### src/common/mblr_pkg.sv
// Constants and carriers for the archive log record reader.
// Assumes a byte-wide serial front end and a log store on sys_clk.
package mblr_pkg;

   // Protocol bytes
   localparam logic [7:0] FUNC_READ_HOLD = 8'h03;
   localparam logic [7:0] EXC_FLAG = 8'h80;
   localparam logic [7:0] EXC_ILLEGAL_FUNCTION = 8'h01;
   localparam logic [7:0] EXC_ILLEGAL_ADDRESS = 8'h02;
   localparam logic [7:0] EXC_ILLEGAL_VALUE = 8'h03;

   // Request frame layout
   localparam logic [3:0] RX_BYTES = 4'h8;
   localparam logic [3:0] RX_OVER = 4'h9;
   localparam logic [15:0] CRC_INIT = 16'hffff;
   localparam logic [15:0] CRC_POLY = 16'ha001;
   localparam logic [15:0] CRC_RESIDUE = 16'h0000;

   // Response layout
   localparam logic [7:0] EXC_FRAME_BYTES = 8'h03;
   localparam logic [7:0] HDR_POS = 8'h03;
   localparam logic [7:0] PAYLOAD_POS = 8'h0f;
   localparam logic [7:0] HDR_BYTES = 8'h0c;

   // Log register numbers
   localparam logic [15:0] HOURLY_COMMON_GROUP = 16'h1c21;
   localparam logic [15:0] HOURLY_GAS_GROUP = 16'h1c22;
   localparam logic [15:0] HOURLY_CHORD_A_GROUP = 16'h1c23;
   localparam logic [15:0] HOURLY_CHORD_B_GROUP = 16'h1c24;
   localparam logic [15:0] HOURLY_CHORD_C_GROUP = 16'h1c25;
   localparam logic [15:0] HOURLY_CHORD_D_GROUP = 16'h1c26;
   localparam logic [15:0] HOURLY_ACCUMULATOR_GROUP = 16'h1c2b;
   localparam logic [15:0] HOURLY_LAST = 16'h1c38;
   localparam logic [15:0] DAILY_COMMON_GROUP = 16'h1c3a;
   localparam logic [15:0] DAILY_GAS_GROUP = 16'h1c3b;
   localparam logic [15:0] DAILY_CHORD_A_GROUP = 16'h1c3c;
   localparam logic [15:0] DAILY_CHORD_B_GROUP = 16'h1c3d;
   localparam logic [15:0] DAILY_CHORD_C_GROUP = 16'h1c3e;
   localparam logic [15:0] DAILY_CHORD_D_GROUP = 16'h1c3f;
   localparam logic [15:0] DAILY_ACCUMULATOR_GROUP = 16'h1c44;
   localparam logic [15:0] DAILY_LAST = 16'h1c51;
   localparam logic [15:0] ALIAS_OFFSET = 16'h9c41;
   localparam logic [15:0] ALIAS_FIRST = 16'hb862;

   // Table depths
   localparam logic [15:0] HOURLY_MAX = 16'h10e0;
   localparam logic [15:0] DAILY_MAX = 16'h0721;

   // Group codes, slot offsets within a table
   localparam logic [2:0] GRP_COMMON = 3'h0;
   localparam logic [2:0] GRP_GAS = 3'h1;
   localparam logic [2:0] GRP_CHORD_A = 3'h2;
   localparam logic [2:0] GRP_CHORD_B = 3'h3;
   localparam logic [2:0] GRP_CHORD_C = 3'h4;
   localparam logic [2:0] GRP_CHORD_D = 3'h5;
   localparam logic [2:0] GRP_ACCUM = 3'h6;
   localparam logic [4:0] SLOT_ACCUM = 5'h0a;

   // Data bytes per group
   localparam logic [7:0] GRP_BYTES_CHORD = 8'h3c;
   localparam logic [7:0] GRP_BYTES_COMMON = 8'h3c;
   localparam logic [7:0] GRP_BYTES_GAS = 8'h3c;
   localparam logic [7:0] GRP_BYTES_ACCUM = 8'h3c;

   typedef struct packed {
      logic [31:0] seq;
      logic [31:0] date;
      logic [31:0] time_of_day;
   } mblr_rec_hdr_t;

   typedef struct packed {
      logic daily;
      logic [2:0] group;
      logic [15:0] index;
      logic measurement_unit_select;
   } mblr_rec_req_t;

endpackage

### src/mblr_reader.sv
// Archive log record reader: serves log groups to serial RTU clients.
// Assumes a byte receiver with frame-gap strobe and a byte transmitter,
// both on sys_clk, and a log store answering record lookups.
module mblr_reader
   import mblr_pkg::*;
(
   input wire logic sys_clk,
   input wire logic arst_n,
   input wire logic [7:0] slave_addr,
   input wire logic meter_four_path,
   input wire logic measurement_unit_select,
   input wire logic [7:0] rx_data,
   input wire logic rx_valid,
   input wire logic rx_frame_end,
   output logic [7:0] tx_data,
   output logic tx_valid,
   input wire logic tx_ready,
   output mblr_rec_req_t rec_req,
   output logic rec_req_valid,
   input wire logic rec_ack,
   input wire logic rec_found,
   input wire mblr_rec_hdr_t rec_hdr,
   output logic [5:0] rec_byte_addr,
   input wire logic [7:0] rec_byte
);

   typedef enum logic [6:0] {
      ST_RX = 7'b000_0001,
      ST_CHECK = 7'b000_0010,
      ST_FETCH = 7'b000_0100,
      ST_SEND = 7'b000_1000,
      ST_CRC_LOAD = 7'b001_0000,
      ST_CRC_LO = 7'b010_0000,
      ST_CRC_HI = 7'b100_0000
   } mblr_state_t;

   mblr_state_t state_reg, state_next;
   logic [7:0] frame_reg [0:7];
   logic [7:0] frame_next [0:7];
   logic [3:0] cnt_reg, cnt_next;
   logic [7:0] byte_reg, byte_next;
   logic [7:0] pos_reg, pos_next;
   logic [7:0] total_reg, total_next;
   logic [7:0] func_reg, func_next;
   logic [7:0] code_reg, code_next;
   mblr_rec_hdr_t hdr_reg, hdr_next;
   logic zero_reg, zero_next;
   logic [5:0] addr_reg, addr_next;
   mblr_rec_req_t req_reg, req_next;

   logic rx_crc_clear, rx_crc_load, tx_crc_clear, tx_crc_load;
   logic [15:0] rx_crc, tx_crc;
   logic [15:0] raw_num, reg_num, qty, slot, max_index;
   logic is_hourly, is_daily, grp_ok;
   logic [2:0] grp;
   logic [7:0] pos_inc, sel;

   function automatic logic [3:0] slot_group(input logic [4:0] s);
      case (s)
         5'h00: slot_group = {1'b1, GRP_COMMON};
         5'h01: slot_group = {1'b1, GRP_GAS};
         5'h02: slot_group = {1'b1, GRP_CHORD_A};
         5'h03: slot_group = {1'b1, GRP_CHORD_B};
         5'h04: slot_group = {1'b1, GRP_CHORD_C};
         5'h05: slot_group = {1'b1, GRP_CHORD_D};
         SLOT_ACCUM: slot_group = {1'b1, GRP_ACCUM};
         default: slot_group = 4'h0;
      endcase
   endfunction

   function automatic logic [7:0] group_bytes(input logic [2:0] g);
      case (g)
         GRP_COMMON: group_bytes = GRP_BYTES_COMMON;
         GRP_GAS: group_bytes = GRP_BYTES_GAS;
         GRP_ACCUM: group_bytes = GRP_BYTES_ACCUM;
         default: group_bytes = GRP_BYTES_CHORD;
      endcase
   endfunction

   function automatic logic [7:0] hdr_byte(input mblr_rec_hdr_t h,
                                           input logic [7:0] i);
      logic [95:0] s;
      s = h << {i[3:0], 3'b000};
      return s[95:88];
   endfunction

   mblr_crc16 u_rx_crc (
      .sys_clk(sys_clk),
      .arst_n(arst_n),
      .clear(rx_crc_clear),
      .load(rx_crc_load),
      .data(rx_data),
      .crc(rx_crc)
   );

   mblr_crc16 u_tx_crc (
      .sys_clk(sys_clk),
      .arst_n(arst_n),
      .clear(tx_crc_clear),
      .load(tx_crc_load),
      .data(byte_reg),
      .crc(tx_crc)
   );

   // Request decode
   always_comb begin
      raw_num = {frame_reg[2], frame_reg[3]};
      qty = {frame_reg[4], frame_reg[5]};
      reg_num = raw_num;
      if (raw_num >= ALIAS_FIRST) begin
         reg_num = raw_num - ALIAS_OFFSET;
      end
      is_hourly = (reg_num >= HOURLY_COMMON_GROUP) &&
                  (reg_num <= HOURLY_LAST);
      is_daily = (reg_num >= DAILY_COMMON_GROUP) &&
                 (reg_num <= DAILY_LAST);
      slot = is_daily ? reg_num - DAILY_COMMON_GROUP :
                        reg_num - HOURLY_COMMON_GROUP;
      {grp_ok, grp} = slot_group(slot[4:0]);
      if (!(is_hourly || is_daily)) begin
         grp_ok = 1'b0;
      end
      max_index = is_daily ? DAILY_MAX : HOURLY_MAX;
   end

   // Next transmit byte
   always_comb begin
      pos_inc = 8'(pos_reg + 8'h01);
      if (pos_inc == 8'h01) begin
         sel = func_reg;
      end else if (pos_inc == 8'h02) begin
         sel = code_reg;
      end else if (pos_inc < PAYLOAD_POS) begin
         sel = hdr_byte(hdr_reg, 8'(pos_inc - HDR_POS));
      end else begin
         sel = zero_reg ? 8'h00 : rec_byte;
      end
   end

   always_comb begin
      state_next = state_reg;
      frame_next = frame_reg;
      cnt_next = cnt_reg;
      byte_next = byte_reg;
      pos_next = pos_reg;
      total_next = total_reg;
      func_next = func_reg;
      code_next = code_reg;
      hdr_next = hdr_reg;
      zero_next = zero_reg;
      addr_next = addr_reg;
      req_next = req_reg;
      rx_crc_clear = 1'b0;
      rx_crc_load = 1'b0;
      tx_crc_clear = 1'b0;
      tx_crc_load = 1'b0;
      case (state_reg)
         ST_RX: begin
            if (rx_valid) begin
               if (cnt_reg < RX_BYTES) begin
                  frame_next[cnt_reg[2:0]] = rx_data;
                  rx_crc_load = 1'b1;
               end
               if (cnt_reg != RX_OVER) begin
                  cnt_next = 4'(cnt_reg + 4'h1);
               end
            end
            if (rx_frame_end && cnt_reg != 4'h0) begin
               state_next = ST_CHECK;
            end
         end
         ST_CHECK: begin
            rx_crc_clear = 1'b1;
            cnt_next = 4'h0;
            state_next = ST_RX;
            if (cnt_reg == RX_BYTES && rx_crc == CRC_RESIDUE &&
                frame_reg[0] == slave_addr) begin
               func_next = frame_reg[1] | EXC_FLAG;
               total_next = EXC_FRAME_BYTES;
               byte_next = slave_addr;
               pos_next = 8'h00;
               tx_crc_clear = 1'b1;
               zero_next = 1'b0;
               state_next = ST_SEND;
               if (frame_reg[1] != FUNC_READ_HOLD) begin
                  code_next = EXC_ILLEGAL_FUNCTION;
               end else if (!grp_ok) begin
                  code_next = EXC_ILLEGAL_ADDRESS;
               end else if (qty == 16'h0000 || qty > max_index) begin
                  code_next = EXC_ILLEGAL_VALUE;
               end else begin
                  req_next.daily = is_daily;
                  req_next.group = grp;
                  req_next.index = qty;
                  req_next.measurement_unit_select =
                     measurement_unit_select;
                  state_next = ST_FETCH;
               end
            end
         end
         ST_FETCH: begin
            if (rec_ack) begin
               byte_next = slave_addr;
               pos_next = 8'h00;
               tx_crc_clear = 1'b1;
               addr_next = 6'h00;
               state_next = ST_SEND;
               if (rec_found) begin
                  func_next = FUNC_READ_HOLD;
                  code_next = group_bytes(req_reg.group);
                  total_next = 8'(EXC_FRAME_BYTES +
                                  group_bytes(req_reg.group));
                  hdr_next = rec_hdr;
                  zero_next = (req_reg.group == GRP_GAS) ||
                              (!meter_four_path &&
                               (req_reg.group == GRP_CHORD_C ||
                                req_reg.group == GRP_CHORD_D));
               end else begin
                  func_next = FUNC_READ_HOLD | EXC_FLAG;
                  code_next = EXC_ILLEGAL_VALUE;
                  total_next = EXC_FRAME_BYTES;
               end
            end
         end
         ST_SEND: begin
            if (tx_ready) begin
               tx_crc_load = 1'b1;
               if (pos_reg == 8'(total_reg - 8'h01)) begin
                  state_next = ST_CRC_LOAD;
               end else begin
                  pos_next = pos_inc;
                  byte_next = sel;
                  if (pos_inc >= PAYLOAD_POS) begin
                     addr_next = 6'(addr_reg + 6'h01);
                  end
               end
            end
         end
         ST_CRC_LOAD: begin
            byte_next = tx_crc[7:0];
            state_next = ST_CRC_LO;
         end
         ST_CRC_LO: begin
            if (tx_ready) begin
               byte_next = tx_crc[15:8];
               state_next = ST_CRC_HI;
            end
         end
         ST_CRC_HI: begin
            if (tx_ready) begin
               state_next = ST_RX;
            end
         end
         default: begin
            state_next = ST_RX;
         end
      endcase
   end

   always_ff @(posedge sys_clk or negedge arst_n) begin
      if (!arst_n) begin
         state_reg <= ST_RX;
         for (int i = 0; i < 8; i++) begin
            frame_reg[i] <= 8'h00;
         end
         cnt_reg <= 4'h0;
         byte_reg <= 8'h00;
         pos_reg <= 8'h00;
         total_reg <= 8'h00;
         func_reg <= 8'h00;
         code_reg <= 8'h00;
         hdr_reg <= '0;
         zero_reg <= 1'b0;
         addr_reg <= 6'h00;
         req_reg <= '0;
      end else begin
         state_reg <= state_next;
         frame_reg <= frame_next;
         cnt_reg <= cnt_next;
         byte_reg <= byte_next;
         pos_reg <= pos_next;
         total_reg <= total_next;
         func_reg <= func_next;
         code_reg <= code_next;
         hdr_reg <= hdr_next;
         zero_reg <= zero_next;
         addr_reg <= addr_next;
         req_reg <= req_next;
      end
   end

   assign tx_data = byte_reg;
   assign tx_valid = (state_reg == ST_SEND) || (state_reg == ST_CRC_LO) ||
                     (state_reg == ST_CRC_HI);
   assign rec_req = req_reg;
   assign rec_req_valid = (state_reg == ST_FETCH);
   assign rec_byte_addr = addr_reg;

endmodule

### src/mblr_crc16.sv
// Byte-serial RTU frame check accumulator.
// Assumes bytes are offered on sys_clk, one per load pulse.
module mblr_crc16
   import mblr_pkg::*;
(
   input wire logic sys_clk,
   input wire logic arst_n,
   input wire logic clear,
   input wire logic load,
   input wire logic [7:0] data,
   output logic [15:0] crc
);

   logic [15:0] crc_reg;
   logic [15:0] crc_next;

   function automatic logic [15:0] crc_byte(input logic [15:0] c,
                                            input logic [7:0] d);
      logic [15:0] r;
      r = c ^ {8'h00, d};
      for (int i = 0; i < 8; i++) begin
         if (r[0]) begin
            r = (r >> 1) ^ CRC_POLY;
         end else begin
            r = r >> 1;
         end
      end
      return r;
   endfunction

   always_comb begin
      crc_next = crc_reg;
      if (clear) begin
         crc_next = CRC_INIT;
      end else if (load) begin
         crc_next = crc_byte(crc_reg, data);
      end
   end

   always_ff @(posedge sys_clk or negedge arst_n) begin
      if (!arst_n) begin
         crc_reg <= CRC_INIT;
      end else begin
         crc_reg <= crc_next;
      end
   end

   assign crc = crc_reg;

endmodule

### config.mk
export PLATFORM = sky130hd
export DESIGN_NAME = mblr_reader
export DESIGN_NICKNAME = d
export VERILOG_FILES = /design/src/common/mblr_pkg.sv /design/src/mblr_reader.sv /design/src/mblr_crc16.sv
export SDC_FILE = /design/constraint.sdc
export NUM_CORES = 1
export LEC_CHECK = 0
export BUFFER_PORTS_ARGS = -buffer_cell sky130_fd_sc_hd__buf_4
export CAP_MARGIN = 20
export CORE_MARGIN = 1.5
export CORE_UTILIZATION = 40
export CTS_CLUSTER_SIZE = 25
export DETAILED_ROUTE_END_ITERATION = 16
export GPL_TIMING_DRIVEN = 0
export PLACE_DENSITY_LB_ADDON = 0.2
export SYNTH_ARGS = -nofsm -noshare
export SYNTH_HDL_FRONTEND = slang
export SYNTH_SLANG_ARGS = --single-unit
export TNS_END_PERCENT = 10
### constraint.sdc
create_clock -name sys_clk -period 5.9 [get_ports sys_clk]
set_input_delay 0.295 -clock sys_clk [delete_from_list [all_inputs] [get_ports sys_clk]]
set_output_delay 0.295 -clock sys_clk [all_outputs]
set_load 0.01 [all_outputs]
==> run_results.csv <==
group,metric,value,unit
route,dr.first_iter.drc_count,516,
pwr,power.leakage,7.75,nW
worst_setup_path,reg2reg_to,"rec_req[5]$_DFFE_PN0P_",
logic_synthesis,synthMuxAreaShare,0.210,
floorplan,num_io_pins,166,
logic_synthesis,synth_compound_area_frac,0.105,
clock_tree,clock-sinks,244,
timing,min_period,5520,ps
floorplan,die_h,184,um
logic_synthesis,ys_warn_count,0,
timing,fmax,181,MHz
clock_tree,numCtsBuffers,28,
logic_synthesis,synth-simple-area-share,0.116,
hold_path,min_from,"tx_ready",
cells_and_area,seqCellArea,0.00615,mm^2
route,met1_length,16.3,mm
logic_synthesis,synthTopCellsByArea,"dfrtp_1 (40%), mux2_2 (14%), dfstp_2 (6.6%)",
timing,tightest_slew,1050,ps
cells_and_area,synthToLayoutAreaGrowth,29.1,%
logic_synthesis,synthesis.instances,1158,
cells_and_area,n_antenna_cell,0,
logic_synthesis,synth_edf_count,0,
placed_design,globalplace.congestion,0.889,
cells_and_area,drive_gt1_frac,0.329,
cells_and_area,final_cells,1922,
placed_design,portBuffers,165,
cells_and_area,nets,1609,
route,via_per_inst,5.32,
route,maxUsedRoutingLayer,"met4",
worst_setup_path,timing.rr.start,"frame_reg[33]$_DFFE_PN0P_",
clock_tree,clock_latency,540,ps
logic_synthesis,synth_top_family_by_area,"multiplexers",
logic_synthesis,syn_area_per_cell,11.4,um^2
logic_synthesis,synthAdderAreaFrac,0.0209,
worst_setup_path,critPathArrivalTime,5940,ps
cells_and_area,final_util,0.524,
clock_tree,cts_buffer_depth,3,
route,wl_met3,1.75,mm
clock_tree,htreeDepth,1,
logic_synthesis,syn_area,0.0132,mm^2
logic_synthesis,synth_cell_types,81,
worst_setup_path,crit_type,"reg -> reg",
logic_synthesis,synth-seq-cells,244,
floorplan,initial_utilization,0.406,
cells_and_area,multi_input_area,0.00666,mm^2
route,ant_nets,0,
logic_synthesis,synth_fp_nets,1309,
route,drc,0,
worst_setup_path,ff2ff_path_depth,24,
timing,final-setup-viol-count,0,
floorplan,rows,66,
cells_and_area,largest_reg_flops,96,
pwr,power.density,427,mW/mm^2
global_route,grt-ovfl-total,0,
logic_synthesis,ys.flop_type,"dfrtp_1",
logic_synthesis,synth-seq-area-share,0.467,
placed_design,dp_hpwl,25.7,mm
run,max_cap_violations,0,
route,route.detailed.wl_per_inst,18.8,um
floorplan,dieWidth,184,um
placed_design,placedCellCount,1770,
placed_design,placed_cell_area,0.0150,mm^2
clock_tree,clk_pin_slew_worst_paths,60,ps
timing,relSlewSlack,0.298,
logic_synthesis,synth_xor_area_frac,0.0521,
logic_synthesis,yosys.area.top_type_share,0.401,
floorplan,die-area,0.0340,mm^2
timing,finClkSkew,12.4,ps
timing,hold_viol,0,
worst_setup_path,rrSetupSlack,380,ps
worst_setup_path,required,6320,ps
timing,fin_crit_sh,0.936,
logic_synthesis,synthTopCellsByCount,"dfrtp_1 (211), mux2_2 (159), nand2_1 (108)",
cells_and_area,fin_area,0.0170,mm^2
route,wl_met2,17.2,mm
logic_synthesis,synthArstFlopShare,1.00,
pwr,peakVddDrop,0.244,mV
global_route,grt_usage,0.215,
floorplan,core,0.0325,mm^2
timing,final_max_slew_viol_count,0,
hold_path,holdPathStages,3,
global_route,grt_pass1_vias,10400,
outcome,outcome,"finished, final reports clean",
worst_setup_path,cp_max_fo,13,
global_route,grt_pass1_wl,57.4,mm
global_route,antenna_found_initial,0,
logic_synthesis,synth_area_leader_cell,"dfrtp_1",
clock_tree,cts_tree,"yes",
worst_setup_path,startpoint_type,"flop",
global_route,grt_max_degree,97,
clock_tree,root_buffer,"clkbuf_16",
route,dr_total_vias,10200,
cells_and_area,n_fill_cell,2822,
logic_synthesis,yosysMostFrequentCell,"dfrtp_1",
worst_setup_path,crit_path_end_kind,"flop",
route,wirelength,36.2,mm
hold_path,holdPathEnd,"state_reg[5]$_DFFE_PN0P_",
hold_path,hold_path_class,"in -> reg",
route,firstDrtPassIters,5,
## where the power goes
group	switching (mW)	internal [mW]	total [mW]
clock network	0.710	1.03	1.74
registers	0.309	2.10	2.41
logic	1.71	1.39	3.10
## cell families (layout without fill, tap and decap cells)
group / count (synthesis) / count (layout)
simple gates: 305 / 305
fa+ha+maj: 22 / 22
compound gates: 204 / 204
xor+xnor: 75 / 75
buf+inv: 89 / 411
flops: 244 / 244
mux: 219 / 219
## critical path, stage by stage, from the launching register on
cell	delay [ps]
dfrtp_1	370
clkbuf_1	200
inv_1	150
ha_1	140
buf_2	230
inv_2	90
or3_1	300
buf_1	170
a211oi_1	500
a32oi_1	190
mux2i_1	210
and4_1	210
o221a_2	260
buf_6	190
inv_1	140
ha_1	340
nand4_1	90
nor4_1	310
nor2_1	120
a21oi_1	140
a21oi_1	100
a211oi_1	280
a22oi_2	150
buf_6	190
mux2_4	300
## metal layers
layer  vias to the layer above  track usage
met2                       287        0.361
met4                         0       0.0613
met5                         -            0
met3                        56       0.0318
li1                       4828            -
met1                      5058        0.288
## layout make-up
cell class	instances	share of cell area
buffer	58	0.0158
timing repair buffer	271	0.137
clock buffer	42	0.0497
sequential	244	0.362
multi-input combinational	825	0.392
inverter	30	0.00663
clock inverter	10	0.00486
tap	442	0.0325
## per-stage QoR
| stage | setup TNS (ps) | setup slack, ps | power (mW) | hold slack [ps] |
|---|---|---|---|---|
| finish | 0 | 376 | 7.25 | 78.2 |
| floorplan | 0 | 763 | 4.63 | -0.591 |
| global route | -1.32 | -0.787 | 7.70 | 84.1 |
| detailed placement | -1920 | -390 | 5.44 | 283 |
| CTS | 0 | 62.0 | 7.26 | 60.9 |
| global placement | -3100 | -469 | 5.39 | 458 |
## cells in the final DEF (no fill, tap or decap), types with 7 or more instances in the layout
cell type and count:
o21ai_0 70, a211oi_1 8, mux2_2 159, and3_1 8, o211ai_1 13, dfrtp_1 211
clkinv_2 7, a21oi_1 30, nand2_1 108, ha_1 22, and2_1 10, clkbuf_1 43
buf_1 10, a31oi_1 7, xnor2_1 48, mux2_4 14, nand4_1 10, dlygate4sd3_1 99
dfstp_2 33, a222oi_1 10, nand3_1 28, or3_1 14, nor3_1 19, clkbuf_16 29
nor4_1 15, mux2i_1 17, clkbuf_8 7, nor2_1 54, buf_4 170, inv_1 27
mux4_2 24, xor2_1 23
## worst max path at each step
stage,startpoint,endpoint,cells past startpoint
floorplan,frame_reg[32]$_DFFE_PN0P_,rec_req[17]$_DFFE_PN0P_,25
global route,frame_reg[33]$_DFFE_PN0P_,rec_req[9]$_DFFE_PN0P_,24
detailed placement,frame_reg[32]$_DFFE_PN0P_,rec_req[17]$_DFFE_PN0P_,25
CTS,frame_reg[32]$_DFFE_PN0P_,rec_req[17]$_DFFE_PN0P_,26
global placement,frame_reg[32]$_DFFE_PN0P_,rec_req[18]$_DFFE_PN0P_,25
finish,frame_reg[33]$_DFFE_PN0P_,rec_req[5]$_DFFE_PN0P_,24
## timing repair
item                                   4_1_cts  5_1_grt
setup endpoints to repair                   22       19
setup buffers                                0        1
pin swaps                                    0        1
endpoints found under the hold margin      161        0
resized for setup                            4        2
cloned                                       0        0
hold buffers                                99        0
Note: power is estimated with default switching activity, not from simulation.
